`config.mk`:
```
export PLATFORM = sky130hd
export DESIGN_NAME = exsync_top
export DESIGN_NICKNAME = d
export VERILOG_FILES = /design/src/design/exsync_pkg.sv /design/src/design/exsync_oneshot.sv /design/src/design/exsync_top.sv
export SDC_FILE = /design/constraint.sdc
export NUM_CORES = 1
export LEC_CHECK = 0
export BUFFER_PORTS_ARGS = -buffer_cell sky130_fd_sc_hd__buf_2
export CAP_MARGIN = 20
export CORE_UTILIZATION = 55
export CTS_BUF_LIST = sky130_fd_sc_hd__clkbuf_16
export CTS_CLUSTER_DIAMETER = 200
export DETAILED_ROUTE_END_ITERATION = 6
export HOLD_SLACK_MARGIN = 0.06
export PLACE_DENSITY = 0.88
export SLEW_MARGIN = 20
export SYNTH_ARGS = -nofsm -noshare
export SYNTH_HDL_FRONTEND = slang
export SYNTH_SLANG_ARGS = --single-unit
```
`constraint.sdc`:
```
create_clock -name clock -period 2.7 [get_ports clock]
set_input_delay 0.27 -clock clock [delete_from_list [all_inputs] [get_ports clock]]
set_output_delay 0.27 -clock clock [all_outputs]
set_load 0.02 [all_outputs]
```
`src/design/exsync_pkg.sv`:
```
// package for the external sync capture block: offsets, fields, reset values
// assumes a 32-bit apb register bus
package exsync_pkg;
  localparam logic [7:0]  OFS_SYNC_CONFIG  = 8'h00;
  localparam logic [7:0]  OFS_RX_MARKER    = 8'h04;
  localparam logic [7:0]  OFS_EDGE_OFFSET  = 8'h08;
  localparam logic [7:0]  OFS_SYNC_STATUS  = 8'h0C;
  localparam logic [7:0]  OFS_SYNC_CMD     = 8'h10;
  localparam int          BIT_TX_SYNC      = 0;
  localparam int          BIT_RX_SYNC      = 1;
  localparam int          BIT_LOCK_TUNE    = 2;
  localparam int          WAIT_LSB         = 3;
  localparam int          WAIT_MSB         = 10;
  localparam int          BIT_TB_RESET     = 11;
  localparam int          CONFIG_BITS      = 12;
  localparam int          OFFSET_BITS      = 6;
  localparam logic [31:0] SYNC_CONFIG_RST  = 32'h0000_0000;
  localparam logic [31:0] CAPTURE_RST      = 32'h0000_0000;
  localparam logic [5:0]  OFFSET_RST       = 6'h00;
  localparam logic [7:0]  WAIT_ZERO        = 8'h00;
  // sub-cycle interval counter: ticks per system clock at 1 ghz over 100 mhz
  localparam int          FINE_GHZ_MHZ     = 1000;
  localparam int          CLOCK_MHZ        = 100;
  localparam logic [5:0]  FINE_PER_CLK     = 6'(FINE_GHZ_MHZ / CLOCK_MHZ);
  typedef enum logic [1:0] {
    EXSYNC_IDLE  = 2'b00,
    EXSYNC_WAIT  = 2'b01,
    EXSYNC_FIRE  = 2'b10
  } exsync_state_e;
endpackage : exsync_pkg

```
`src/design/exsync_oneshot.sv`:
```
// one-shot sync sequencer: waits for external sync, then delays by wait count
// assumes sync_edge is a one-cycle pulse synchronous to clock
`timescale 1ns/1ps
`default_nettype none
module exsync_oneshot
  import exsync_pkg::*;
(
  input  wire logic       clock,
  input  wire logic       reset,
  input  wire logic       arm,
  input  wire logic [7:0] wait_count,
  input  wire logic       sync_edge,
  output logic            fire,
  output logic            busy
);
  exsync_state_e state_r;
  exsync_state_e state_nxt;
  logic [7:0]    cnt_r;
  logic [7:0]    cnt_nxt;
  logic          fire_r;

  // sequence: idle until armed edge, count down wait, pulse fire
  always_comb begin
    state_nxt = state_r;
    cnt_nxt   = cnt_r;
    case (state_r)
      EXSYNC_IDLE: begin
        if (arm && sync_edge) begin
          state_nxt = (wait_count == WAIT_ZERO) ? EXSYNC_FIRE : EXSYNC_WAIT;
          cnt_nxt   = wait_count;
        end
      end
      EXSYNC_WAIT: begin
        cnt_nxt = cnt_r - 8'h01;
        if (cnt_r == 8'h01) state_nxt = EXSYNC_FIRE;
      end
      default: state_nxt = EXSYNC_IDLE;
    endcase
  end

  // state registers
  always_ff @(posedge clock) begin
    if (reset) begin
      state_r <= EXSYNC_IDLE;
      cnt_r   <= WAIT_ZERO;
      fire_r  <= 1'b0;
    end else begin
      state_r <= state_nxt;
      cnt_r   <= cnt_nxt;
      fire_r  <= (state_nxt == EXSYNC_FIRE);
    end
  end

  assign fire = fire_r;
  assign busy = (state_r != EXSYNC_IDLE);
endmodule : exsync_oneshot
`default_nettype wire

```
`src/design/exsync_top.sv`:
```
// external sync control and receive-marker capture with an apb register file
// assumes synchronous active-high reset; ext_edge, receive_marker are 1-cycle
// pulses synchronous to clock; fine phase inputs come from a 1 ghz counter
`timescale 1ns/1ps
`default_nettype none
module exsync_top
  import exsync_pkg::*;
(
  input  wire logic                   clock,
  input  wire logic                   reset,
  input  wire logic                   psel,
  input  wire logic                   penable,
  input  wire logic                   pwrite,
  input  wire logic [7:0]             paddr,
  input  wire logic [31:0]            pwdata,
  output logic                        pready,
  output logic [31:0]                 prdata,
  output logic                        pslverr,
  input  wire logic                   ext_edge,
  input  wire logic                   receive_marker,
  input  wire logic [5:0]             marker_phase,
  input  wire logic [5:0]             edge_phase,
  output logic                        oneshot_tx_sync,
  output logic                        oneshot_rx_sync,
  output logic                        oneshot_timebase_reset,
  output logic                        lock_detect_tune,
  output logic [31:0]                 ext_count
);
  logic [CONFIG_BITS-1:0] config_r;
  logic [31:0]            ext_count_r;
  logic [31:0]            captured_ext_count_r;
  logic [5:0]             edge_offset_count_r;
  logic [5:0]             fine_run_r;
  logic                   measuring_r;
  logic                   pready_r;
  logic [31:0]            prdata_r;
  logic                   pslverr_r;
  logic                   tx_fire_r;
  logic                   rx_fire_r;
  logic                   tb_fire_r;
  logic                   lock_tune_r;
  logic [31:0]            ext_count_out_r;

  // bus decode
  wire        setup_w    = psel && !penable;
  wire        access_w   = psel && penable;
  wire        wr_w       = access_w && pwrite;
  wire        hit_cfg_w  = (paddr == OFS_SYNC_CONFIG);
  wire        hit_rx_w   = (paddr == OFS_RX_MARKER);
  wire        hit_off_w  = (paddr == OFS_EDGE_OFFSET);
  wire        hit_sts_w  = (paddr == OFS_SYNC_STATUS);
  wire        mapped_w   = hit_cfg_w || hit_rx_w || hit_off_w || hit_sts_w;
  wire [7:0]  wait_w     = config_r[WAIT_MSB:WAIT_LSB];
  wire        tx_busy_w;
  wire        tb_busy_w;
  wire        tx_fire_w;
  wire        tb_fire_w;
  wire        rx_arm_w   = config_r[BIT_RX_SYNC];
  wire [31:0] status_w   = {29'h0000_0000, measuring_r, tb_busy_w, tx_busy_w};
  wire [31:0] cfg_rd_w   = {20'h0_0000, config_r};
  wire [31:0] off_rd_w   = {26'h000_0000, edge_offset_count_r};
  wire [31:0] rd_mux_w   = hit_cfg_w ? cfg_rd_w :
                           hit_rx_w  ? captured_ext_count_r :
                           hit_off_w ? off_rd_w :
                           hit_sts_w ? status_w : 32'h0000_0000;

  // one-shot transmit sync: armed by bit 0, delayed by wait count
  exsync_oneshot u_tx_shot (
    .clock      (clock),
    .reset      (reset),
    .arm        (config_r[BIT_TX_SYNC]),
    .wait_count (wait_w),
    .sync_edge  (ext_edge),
    .fire       (tx_fire_w),
    .busy       (tx_busy_w)
  );

  // one-shot timebase reset: armed by bit 11, same wait count
  exsync_oneshot u_tb_shot (
    .clock      (clock),
    .reset      (reset),
    .arm        (config_r[BIT_TB_RESET]),
    .wait_count (wait_w),
    .sync_edge  (ext_edge),
    .fire       (tb_fire_w),
    .busy       (tb_busy_w)
  );

  // apb slave: no wait states, error on unmapped or read-only write
  always_ff @(posedge clock) begin
    if (reset) begin
      pready_r  <= 1'b0;
      prdata_r  <= 32'h0000_0000;
      pslverr_r <= 1'b0;
    end else begin
      pready_r  <= setup_w;
      prdata_r  <= setup_w ? rd_mux_w : 32'h0000_0000;
      pslverr_r <= setup_w && (!mapped_w || (pwrite && !hit_cfg_w));
    end
  end

  // configuration register; one-shot bits self-clear when their shot fires
  always_ff @(posedge clock) begin
    if (reset) begin
      config_r <= SYNC_CONFIG_RST[CONFIG_BITS-1:0];
    end else if (wr_w && pready_r && hit_cfg_w) begin
      config_r <= pwdata[CONFIG_BITS-1:0];
    end else begin
      if (tx_fire_w) config_r[BIT_TX_SYNC] <= 1'b0;
      if (tb_fire_w) config_r[BIT_TB_RESET] <= 1'b0;
      if (rx_arm_w && receive_marker) config_r[BIT_RX_SYNC] <= 1'b0;
    end
  end

  // external clock counter, cleared by the timebase reset shot
  always_ff @(posedge clock) begin
    if (reset) begin
      ext_count_r <= CAPTURE_RST;
    end else if (tb_fire_w) begin
      ext_count_r <= CAPTURE_RST;
    end else if (ext_edge) begin
      ext_count_r <= ext_count_r + 32'h0000_0001;
    end
  end

  // marker capture and 1 ghz interval measure; held until next marker
  always_ff @(posedge clock) begin
    if (reset) begin
      captured_ext_count_r <= CAPTURE_RST;
      edge_offset_count_r  <= OFFSET_RST;
      fine_run_r           <= OFFSET_RST;
      measuring_r          <= 1'b0;
    end else if (receive_marker) begin
      captured_ext_count_r <= ext_count_r;
      fine_run_r           <= FINE_PER_CLK - marker_phase;
      measuring_r          <= 1'b1;
    end else if (measuring_r && ext_edge) begin
      edge_offset_count_r  <= fine_run_r + edge_phase;
      measuring_r          <= 1'b0;
    end else if (measuring_r) begin
      fine_run_r           <= fine_run_r + FINE_PER_CLK;
    end
  end

  // registered outputs
  always_ff @(posedge clock) begin
    if (reset) begin
      tx_fire_r       <= 1'b0;
      rx_fire_r       <= 1'b0;
      tb_fire_r       <= 1'b0;
      lock_tune_r     <= 1'b0;
      ext_count_out_r <= CAPTURE_RST;
    end else begin
      tx_fire_r       <= tx_fire_w;
      rx_fire_r       <= rx_arm_w && receive_marker;
      tb_fire_r       <= tb_fire_w;
      lock_tune_r     <= config_r[BIT_LOCK_TUNE];
      ext_count_out_r <= ext_count_r;
    end
  end

  assign pready                 = pready_r;
  assign prdata                 = prdata_r;
  assign pslverr                = pslverr_r;
  assign oneshot_tx_sync        = tx_fire_r;
  assign oneshot_rx_sync        = rx_fire_r;
  assign oneshot_timebase_reset = tb_fire_r;
  assign lock_detect_tune       = lock_tune_r;
  assign ext_count              = ext_count_out_r;
endmodule : exsync_top
`default_nettype wire

```
; Word level (Yosys, flattened, before mapping)
; Index checks and enable logic that the tools add are counted.
[totals]
out_inout_bits = 70
reg_bits = 181
wordCells = 107
input_bits = 59
[classes]
n_mux = 25
add_sub_neg = 6
reduce_logical = 38
n_eq_ne = 12
n_bitwise = 2
[op_table]
columns = op, count
row1 = adder 32 x 1 -> 32 bit (second input constant), 1
row2 = 2-to-1 mux 32 bit, 1
row3 = case mux 8 bit (2 select lines), 2
row4 = 2-to-1 mux 6 bit, 4
row5 = nonzero test 2 bit, 9
row6 = equality test 8 x 1 -> 1 bit (second input constant), 2
row7 = equality test 8 x 4 -> 1 bit (second input constant), 2
row8 = zero test 8 bit, 2
row9 = 2-to-1 mux 8 bit, 2
row10 = subtractor 8 x 1 -> 8 bit (second input constant), 2
row11 = 2-to-1 mux 12 bit, 1
row12 = 2-to-1 mux 2 bit, 6
row13 = logical AND 1 bit, 11
row14 = equality test 8 x 3 -> 1 bit (second input constant), 1
row15 = case mux 2 bit (2 select lines), 2
row16 = AND reduction 2 bit, 4
row17 = adder 6 x 4 -> 6 bit (second input constant), 1
row18 = adder 6 bit, 1
row19 = 2-to-1 mux 1 bit, 6
row20 = subtractor 4 x 6 -> 6 bit (first input constant), 1
row21 = equality test 2 x 1 -> 1 bit (second input constant), 2
row22 = equality test 2 bit (second input constant), 2
row23 = zero test 2 bit, 2
row24 = logical OR 1 bit, 4
row25 = other kinds (7), 12

; Logic depth before layout (Yosys ltp)
; Gate-level depths: netlist of run 1.
[logic_depth]
word_depth = 7
mapped_depth = 6
ltp_nobuf = 6

; By module
; From an unflattened synthesis of run 1, not the netlist that was laid out.
[unflattened]
cells_unflattened = 735
hier_area_um2 = 7103.1
[by_module_without_submodules]
columns = module, area_per_inst_um2, cells_each, n_inst, seq_area_each_um2
row1 = exsync_top, 5899.4, 599, 1, 3183.1
row2 = exsync_oneshot, 601.8, 68, 2, 220.2

; Worst setup path after synthesis of run 1
; Ideal clock, no wire load.
[synth_path]
path_type = register -> register
start = register ext_count_r[0]
end = register ext_count_r[20]
n_path_buf = 0
period_less_slack_ps = 2009
stages_incl_launch_ff = 6
t_arrival_ps = 1939
path_slack_ps = 691
required_ps = 2630
setup_ps = 70
path_cell_list = dfxtp_1 -> ha_1 -> nand4_4 -> or4_4 -> or4_1 -> a21oi_1
[synth_between]
elab_chain_cells = 1
[synth_rtl]
columns = item, line
row1 = from (decl), exsync_top.sv:30  ; logic [31:0] ext_count_r;
row2 = from (signal assigned), exsync_top.sv:122  ; ext_count_r <= ext_count_r + 32'h0000_0001;
row3 = adder 32 x 1 -> 32 bit, exsync_top.sv:122
; Every way passes these cells.
; A chain may end at the register's enable or synchronous reset.

; Final worst setup path of run 1
; Ends and elaborated chain as after synthesis.

==> reports/summary.txt, run 1 <==
Run status: complete, no violations
Synth Area in Compound Gates: 0.114
Syn_nets: 813
Setup TNS Final: 0 ns
Share of power burned in registers: 0.511
Cell Int Power: 4.07 mW
Syn Inst Count: 741
Switching share of power: 0.232
Synthesis-stage register bit count: 181
Worst-Skew Late Latency: 0.43 ns
XOR/XNOR Fraction of Synth Area: 0.0259
Commonest non-fill, non-tap cells in the layout: dfxtp_1, buf_2, nor2_1
Worst-path cell with the longest stage delay: or4_4
Clock Pin Slew Worst Setup and Hold Paths: 0.07 ns
Total routed wirelength: 15.3 mm
Die Ht: 116 um
Fin. Hold Viols: 0
Worst vdd ir: 465 uV
RePlAce Congestion: 0.844
Detailed placement HPWL: 10.1 mm
Endpoints failing setup: 0
Clock Path Buffers: 2
All-Layer GR Usage: 0.243
IO Port Bufs: 108
Fmax: 436 MHz
Fin cells: 1023
Num rows: 41
NetSw: 1.23 mW
Seq/Total Area, Yosys: 0.510
Leak Pwr: 3.59 nW
Vias per cell: 5.57
Crit. End Element: flop
DR pass1 iterations: 5
Design Area, Final: 0.00836 mm2
Num CTS Buffers: 17
Clk Tree Root Cell: clkbuf_16
Mapped Area: 0.00710 mm2
WS Path Type: reg -> reg
Unrepaired setup endpoints after global routing: false
Final min period: 2.29 ns
Final Worst Setup Slack: 0.406 ns
Crit path buf inv count: 0
Adder-cell share of the synthesized area: 0.0240
Fillers: 979
Ys Warns: 0
Cts hold-fix bufs: 1
Mux cell area share after synthesis: 0.0749
Worst Hold Class: in -> reg
CP max FO: 14
GRT Residual Overflow: 0
Max-cap violations: 0
Die width: 116 um
Most common cell after layout, fill and taps aside: dfxtp_1
Initial detailed-routing violation count: 340
Slew headroom: 0.441
Comb power frac: 0.044
DP Area: 0.00776 mm2
Startpoint types: flop
Dpl cells: 989
Pin count of the biggest net entering global routing: 77
Synth async-reset ratio: 0
Fin crit share: 0.850
Crit path largest cell delay: 0.67 ns
CTS tree: done
Vias in the first global route: 5225
Layout cells sized above 1: 0.186
Setup bufs post-CTS: 0
Residual DRC: 0
Pwr Density: 635 mW/mm2
PnR Total Power: 5.31 mW
Core area: 0.0126 mm2
Post-DR wirelength/cell: 14.9 um
Number of synthesized flops with an enable pin: 0
Worst Path Arrival: 2.65 ns
Top delay family on crit path: simple AND/OR/NAND/NOR gates
DIE AREA: 0.0134 mm2
Cts repair resizes: 0
Clock Skew: 0.00748 ns
Antenna violations before repair: 0
First-pass GRT wire length: 25.2 mm
Area Overhead vs Synth: 17.7%
Initial Utilization: 0.563
Worst Path Required: 3.05 ns
Ant diodes: 0
Critical path cell sequence: ha_1, nand4_4, or4_4, or4_1, a21oi_1
# H-tree levels: 4
Antenna viol nets, final: 0
Post-synthesis average cell area: 9.58 um2
Largest family of logic cells by synthesized area: simple AND/OR/NAND/NOR gates
Worst slack, placed: 0.464 ns
Via count: 5698
Simple-gate portion of the synthesized area: 0.221
Clock Sinks: 181
Post-layout net count: 910
Ports: 129
Netlist cell types: 58
Actual slew at the worst max-slew pin: 0.827 ns
Post-synth top flop: dfxtp_1
Final Max Tran Viols: 0
Clk pwr share: 0.446
## metal layers
| metal | vias to the layer above | global-route usage | share of wire |
|---|---|---|---|
| met3 | 22 | 0.0638 | 0.047 |
| li1 | 2805 | - | - |
| met4 | 0 | 0.0880 | 0.021 |
| met5 | - | 0 | 0 |
| met1 | 2701 | 0.303 | 0.45 |
| met2 | 170 | 0.407 | 0.49 |
## cells by family after synthesis
kind of cell | after synthesis
DFF | 181
muxes | 53
and+or+nand+nor | 297
AOI/OAI and AO/OA | 120
xor gates and xnor gates | 21
adders and majority gates | 13
buffers and inverters | 56
## synthesized netlist by cell type (all sizes together) (12+ instances only)
master,n,area (um2)
a211oi,15,113
ha,12,150
mux2i,52,521
nor2,96,360
o21ai,17,85.1
nand4,13,96.3
nand3,16,85.1
a21oi,34,170
buf,16,66.3
clkbuf,25,93.8
and2,23,144
dfxtp,181,3620
nor3,18,90.1
nand2,32,120
nor2b,41,257
inv,15,56.3
## power groups by stage
stage	Combinational (mW)	Sequential, mW	Clock (mW)
after global placement	0.220	2.77	0
after floorplan	0.157	2.77	0
final	0.231	2.71	2.36
after CTS	0.230	2.71	2.40
after detailed placement	0.226	2.77	0
after global routing	0.255	2.71	2.52
## stage by stage
step	utilization	hold slack, ns
after detailed placement	0.615	0.443
after CTS	0.661	0.0610
after global placement	0.615	0.438
after floorplan	-	0.379
after global routing	0.662	0.0629
final	0.662	0.0733
## registers in the layout (all words and copies together) (netlist names), 2 cells and up
name,count
config_r,12
captured_ext_count_r,32
ext_count_r,32
ext_count,32
u_tb_shot.state_r,2
fine_run_r,6
u_tx_shot.cnt_r,8
u_tx_shot.state_r,2
u_tb_shot.cnt_r,8
prdata,32
edge_offset_count_r,6
## path summary, 6_finish.rpt
kind	cells after the start	to	slack, ns	from
max reg2reg	5	ext_count_r[20]$_SDFFE_PP0P_	0.41	ext_count_r[0]$_SDFFE_PP0P_
max	5	ext_count_r[20]$_SDFFE_PP0P_	0.41	ext_count_r[0]$_SDFFE_PP0P_
min reg2reg	2	oneshot_rx_sync$_SDFF_PP0_	0.45	config_r[1]$_SDFFE_PP0P_
min	3	config_r[7]$_SDFFE_PP0P_	0.07	pwdata[7]
## tightest hold or removal path, cell delays in order
cell and delay, ns:
buf_2 0.07, mux2i_1 0.05, nor2_1 0.08
## final cells by class
type                       instances  area, um2  area share
sequential                       181       3620       0.434
multi-input combinational        504       3260       0.390
timing repair buffer             119        631      0.0755
clock buffer                      17        425      0.0509
tap                              172        215      0.0258
clock inverter                    15        145      0.0174
inverter                          15       56.3     0.00674
Power figures use the tool's default switching activity.
==> inputs of run 2 (changes only) <==
--- a/config.mk
+++ b/config.mk
@@ -7,12 +7,12 @@
 export LEC_CHECK = 0
 export BUFFER_PORTS_ARGS = -buffer_cell sky130_fd_sc_hd__buf_2
 export CAP_MARGIN = 20
-export CORE_UTILIZATION = 55
+export CORE_UTILIZATION = 50
 export CTS_BUF_LIST = sky130_fd_sc_hd__clkbuf_16
 export CTS_CLUSTER_DIAMETER = 200
 export DETAILED_ROUTE_END_ITERATION = 6
 export HOLD_SLACK_MARGIN = 0.06
-export PLACE_DENSITY = 0.88
+export PLACE_DENSITY = 0.85
 export SLEW_MARGIN = 20
 export SYNTH_ARGS = -nofsm -noshare
 export SYNTH_HDL_FRONTEND = slang
==> constraint.sdc (replaced) <==
create_clock -name clock -period 2 [get_ports clock]
set_input_delay 0.2 -clock clock [delete_from_list [all_inputs] [get_ports clock]]
set_output_delay 0.2 -clock clock [all_outputs]
set_load 0.02 [all_outputs]
==> reports/summary.txt, run 2 (synthesis gave the netlist of run 1 again) <==
IO Port Bufs: 108
Core area: 0.0139 mm2
Final Worst Setup Slack: 0.0605 ns
Fin. Hold Viols: 0
Layout cells sized above 1: 0.216
Worst slack, placed: -0.0324 ns
Leak Pwr: 3.80 nW
Pwr Density: 828 mW/mm2
Startpoint types: flop
Total routed wirelength: 15.9 mm
Pin count of the biggest net entering global routing: 62
Most common cell after layout, fill and taps aside: dfxtp_1
Worst vdd ir: 642 uV
Via count: 5815
All-Layer GR Usage: 0.223
Clock Skew: 0.0122 ns
Final Max Tran Viols: 0
Clock Sinks: 181
Clock Path Buffers: 2
Ports: 129
Actual slew at the worst max-slew pin: 0.646 ns
Area of the multi-input gates: 0.00327 mm2
Comb power frac: 0.049
# H-tree levels: 4
Worst-Skew Late Latency: 0.44 ns
Die Ht: 121 um
Fmax: 516 MHz
RePlAce Congestion: 0.852
Fin cells: 1073
Vias per cell: 5.42
Antenna viol nets, final: 0
Worst Path Arrival: 2.31 ns
Clock Pin Slew Worst Setup and Hold Paths: 0.07 ns
Initial Utilization: 0.511
Final min period: 1.94 ns
Residual DRC: 0
Worst Path Required: 2.37 ns
NetSw: 1.79 mW
Worst Hold Class: in -> reg
Num rows: 43
Commonest non-fill, non-tap cells in the layout: dfxtp_1, buf_2, nor2_1
Num CTS Buffers: 17
Post-Route Utilization: 0.631
Unrepaired setup endpoints after global routing: false
Max-cap violations: 0
Fillers: 1123
Initial detailed-routing violation count: 424
Post-layout net count: 952
Run status: complete, no violations
Post-DR wirelength/cell: 14.8 um
Detailed placement HPWL: 10.8 mm
GRT Residual Overflow: 0
First-pass GRT wire length: 25.6 mm
Slew headroom: 0.569
Clk Tree Root Cell: clkbuf_16
Fin Hold WS: 0.0786 ns
DIE AREA: 0.0147 mm2
Antenna violations before repair: 0
Area Overhead vs Synth: 23.3%
CP max FO: 13
WS Path Type: reg -> reg
Setup bufs post-CTS: 0
Ant diodes: 0
Die width: 121 um
Dpl cells: 1026
Switching share of power: 0.247
CTS tree: done
Vias in the first global route: 5312
Cell Int Power: 5.46 mW
Reg area: 0.00363 mm2
Fin crit share: 0.970
Share of power burned in registers: 0.504
Clk pwr share: 0.447
DR pass1 iterations: 4
Crit. End Element: flop
Endpoints failing setup: 0
==> run 2: cell count changes in the layout (fill, tap and decap cells not counted), sizes merged <==
cell | previous run | this run
buf | 117 | 146
bufinv | 1 | 0
dlygate4sd3 | 2 | 15
clkinv | 7 | 6
inv | 20 | 22
==> run 2: timing repair <==
action,in CTS,in global routing
hold buffers,15,0
setup endpoints to repair,4,4
pin swaps,1,0
cloned,0,0
resized for setup,0,4
endpoints found under the hold margin,18,0
==> run 2: metrics by stage <==
stage / setup TNS (ns) / instance area, um2 / power, mW
after floorplan: 0 / 7100 / 3.95
after global placement: 0 / 8010 / 4.05
after detailed placement: -0.0848 / 8010 / 4.06
after CTS: 0 / 8740 / 7.29
after global routing: 0 / 8750 / 7.49
final: 0 / 8750 / 7.25
==> run 2: metal layers <==
layer	up-vias	track usage	routed length (um)
met5	-	0	0
met4	0	0.0864	308
met3	25	0.0503	837
met2	157	0.363	7600
met1	2740	0.287	7180
li1	2893	-	-
==> run 2: power groups by stage <==
| stage | Combinational, mW | Sequential (mW) | Clock, mW |
|---|---|---|---|
| 6_report | 0.354 | 3.65 | 3.24 |
| 5_1_grt | 0.387 | 3.65 | 3.45 |
| 4_1_cts | 0.353 | 3.65 | 3.29 |
| 3_5_place_dp | 0.329 | 3.73 | 0 |
| 3_3_place_gp | 0.321 | 3.73 | 0 |
| 2_1_floorplan | 0.212 | 3.74 | 0 |
==> run 2: worst paths after layout <==
check             depth (start not counted)                                  start  slack (ns)                      endpoint
hold / removal                            3                        marker_phase[1]        0.08    fine_run_r[1]$_SDFFE_PP0N_
setup reg to reg                          5            ext_count_r[1]$_SDFFE_PP0P_        0.06  ext_count_r[26]$_SDFFE_PP0P_
hold reg to reg                           1  captured_ext_count_r[17]$_SDFFE_PP0P_        0.46         prdata[17]$_SDFF_PP0_
setup / recovery                          5            ext_count_r[1]$_SDFFE_PP0P_        0.06  ext_count_r[26]$_SDFFE_PP0P_
==> run 2: cell type report <==
| cell class | count | share of cell area |
|---|---|---|
| Clock buffer | 17 | 0.0486 |
| Clock inverter | 15 | 0.0183 |
| Inverter | 15 | 0.00643 |
| Multi-Input combinational cell | 504 | 0.373 |
| Sequential cell | 181 | 0.414 |
| Tap cell | 180 | 0.0257 |
| Timing Repair Buffer | 161 | 0.113 |
==> run 2: critical path, cell delays in order, from the launching register on <==
cell     delay [ns]
dfxtp_1        0.35
ha_2           0.21
nand4_4        0.10
or4_4          0.52
or4_4          0.55
a21oi_2        0.14
==> inputs of run 3 (changes only) <==
--- a/config.mk
+++ b/config.mk
@@ -5,6 +5,8 @@
 export SDC_FILE = /design/constraint.sdc
 export NUM_CORES = 1
 export LEC_CHECK = 0
+export ABC_AREA = 1
+export ABC_CLOCK_PERIOD_IN_PS = 2000
 export BUFFER_PORTS_ARGS = -buffer_cell sky130_fd_sc_hd__buf_2
 export CAP_MARGIN = 20
 export CORE_UTILIZATION = 50
@@ -12,7 +14,7 @@
 export CTS_CLUSTER_DIAMETER = 200
 export DETAILED_ROUTE_END_ITERATION = 6
 export HOLD_SLACK_MARGIN = 0.06
-export PLACE_DENSITY = 0.85
+export PLACE_DENSITY = 0.84
 export SLEW_MARGIN = 20
 export SYNTH_ARGS = -nofsm -noshare
 export SYNTH_HDL_FRONTEND = slang
==> reports/summary.txt, run 3 <==
Run status: complete, no violations
Seq/Total Area, Yosys: 0.484
Actual slew at the worst max-slew pin: 0.521 ns
Slew headroom: 0.650
Worst vdd ir: 562 uV
Unrepaired setup endpoints after global routing: false
Ant diodes: 0
First-pass GRT wire length: 31.0 mm
Via count: 7041
Final min period: 1.78 ns
Die width: 124 um
Simple-gate portion of the synthesized area: 0.257
Crit path buf inv count: 0
Pin count of the biggest net entering global routing: 41
Synth area leaders: dfxtp_1, nand2_1, nor2_1, inv_1, o21ai_0
Ys Warns: 0
Setup bufs post-CTS: 0
Post-layout net count: 1184
XOR/XNOR Fraction of Synth Area: 0.0129
Synth Area in Compound Gates: 0.135
Synth async-reset ratio: 0
Area Overhead vs Synth: 18.1%
Mux cell area share after synthesis: 0
Cts repair resizes: 0
Residual DRC: 0
Fin crit share: 0.888
Antenna viol nets, final: 0
Startpoint types: flop
Critical path cell sequence: ha_1, nand3_1, nor2_1, nand2_1, nor2_1, nand3_1, nand2_1, nand2_1, nor2_1
Top-area cell type share of the netlist area: 0.484
Netlist cell types: 39
Reg2reg path depth: 9
Clk Tree Root Cell: clkbuf_16
Vias per cell: 5.38
Ports: 129
Post-synthesis average cell area: 7.51 um2
Num CTS Buffers: 17
Largest family of logic cells by synthesized area: simple AND/OR/NAND/NOR gates
Initial detailed-routing violation count: 680
Max-cap violations: 0
Crit. End Element: flop
Worst Path Required: 2.37 ns
# H-tree levels: 4
Final Worst Setup Slack: 0.224 ns
Post-DR wirelength/cell: 14.5 um
Top delay family on crit path: simple AND/OR/NAND/NOR gates
Endpoints failing setup: 0
CTS tree: done
Worst slack, placed: 0.313 ns
Initial Utilization: 0.513
IO Port Bufs: 108
Num rows: 44
Logic depth of the worst path, buffers included: 9
Total routed wirelength: 18.9 mm
Setup TNS Final: 0 ns
Vias in the first global route: 6565
Syn_nets: 1068
Pwr Density: 834 mW/mm2
Adder-cell share of the synthesized area: 0.0228
Most common cell after layout, fill and taps aside: dfxtp_1
Crit path largest cell delay: 0.41 ns
GRT Residual Overflow: 0
Dominant cell type by area after synthesis: dfxtp_1
Antenna violations before repair: 0
Clock Path Buffers: 2
WS Path Type: reg -> reg
Number of synthesized flops with an enable pin: 0
CP max FO: 5
Commonest cells post-synth: dfxtp_1, nand2_1, nor2_1
Mapped Area: 0.00748 mm2
All-Layer GR Usage: 0.251
Clock Pin Slew Worst Setup and Hold Paths: 0.07 ns
Synthesis-stage register bit count: 181
Commonest non-fill, non-tap cells in the layout: dfxtp_1, nand2_1, nor2_1
Design Area, Final: 0.00884 mm2
Worst-path cell with the longest stage delay: dfxtp_1
Cts hold-fix bufs: 8
RePlAce Congestion: 0.883
Detailed placement HPWL: 13.4 mm
Clock Sinks: 181
DP Area: 0.00819 mm2
Fin. Hold Viols: 0
DR pass1 iterations: 5
Post-synth top flop: dfxtp_1
DIE AREA: 0.0155 mm2
Hold Path Stages: 3
Most frequent cell after synthesis: dfxtp_1
Fmax: 563 MHz
Leak Pwr: 3.85 nW
Core area: 0.0146 mm2
Worst Path Arrival: 2.14 ns
Final Max Tran Viols: 0
Syn Inst Count: 996
Worst-Skew Late Latency: 0.43 ns
Clock Skew: 0.00549 ns
Die Ht: 124 um
Worst Hold Class: in -> reg
Layout cells sized above 1: 0.167
## run 3: report_power, final
group | switching, mW | internal, mW | leakage (nW)
logic | 0.244 | 0.143 | 2.09
clock network | 1.35 | 1.93 | 0.293
registers | 0.0433 | 3.66 | 1.47
total | 1.64 | 5.73 | 3.85
## run 3: area by class of cell
class / instances / area (um2)
clock buffer: 17 / 425
clock inverter: 14 / 146
fill: 1179 / 5750
inverter: 135 / 507
multi-input combinational: 650 / 3200
sequential: 181 / 3620
tap: 184 / 230
timing repair buffer: 127 / 703
## run 3: routing by layer
metal,vias to the layer above,part of all wire,GRT usage
met4,0,0.041,0.137
met2,298,0.48,0.416
met1,3242,0.42,0.303
met5,-,0,0
li1,3435,-,-
met3,66,0.066,0.0515
## run 3: path summary, 6_finish.rpt
check | start | to | slack (ns)
worst min register to register | captured_ext_count_r[29]$_SDFFE_PP0P_ | prdata[29]$_SDFF_PP0_ | 0.44
worst max register to register | ext_count_r[0]$_SDFFE_PP0P_ | ext_count_r[30]$_SDFFE_PP0P_ | 0.22
worst max-delay path | ext_count_r[0]$_SDFFE_PP0P_ | ext_count_r[30]$_SDFFE_PP0P_ | 0.22
worst min-delay path | pwdata[8] | config_r[8]$_SDFFE_PP0P_ | 0.06
## run 3: cell families (layout without fill, tap and decap cells)
logic type | Yosys count | in the layout
and+or+nand+nor | 432 | 432
AOI/OAI and AO/OA | 194 | 194
DFF | 181 | 181
buffers and inverters | 165 | 293
adders and majority gates | 13 | 13
xor gates and xnor gates | 11 | 11
## run 3: worst reg2reg max path, delay by kind of cell (launching register included)
family                     cells  cell delay (ns)
DFF                            1             0.41
adders and majority gates      1             0.28
and+or+nand+nor                8             1.03
## run 3: stage by stage
stage          instances  hold slack, ns  power [mW]   util
2_1_floorplan        996           0.296        4.02      -
3_5_place_dp        1269           0.424        4.15  0.561
4_1_cts             1308          0.0601        7.38  0.606
5_1_grt             1308          0.0832        7.59  0.606
6_report            1308          0.0615        7.37  0.606
3_3_place_gp        1269           0.425        4.13  0.561
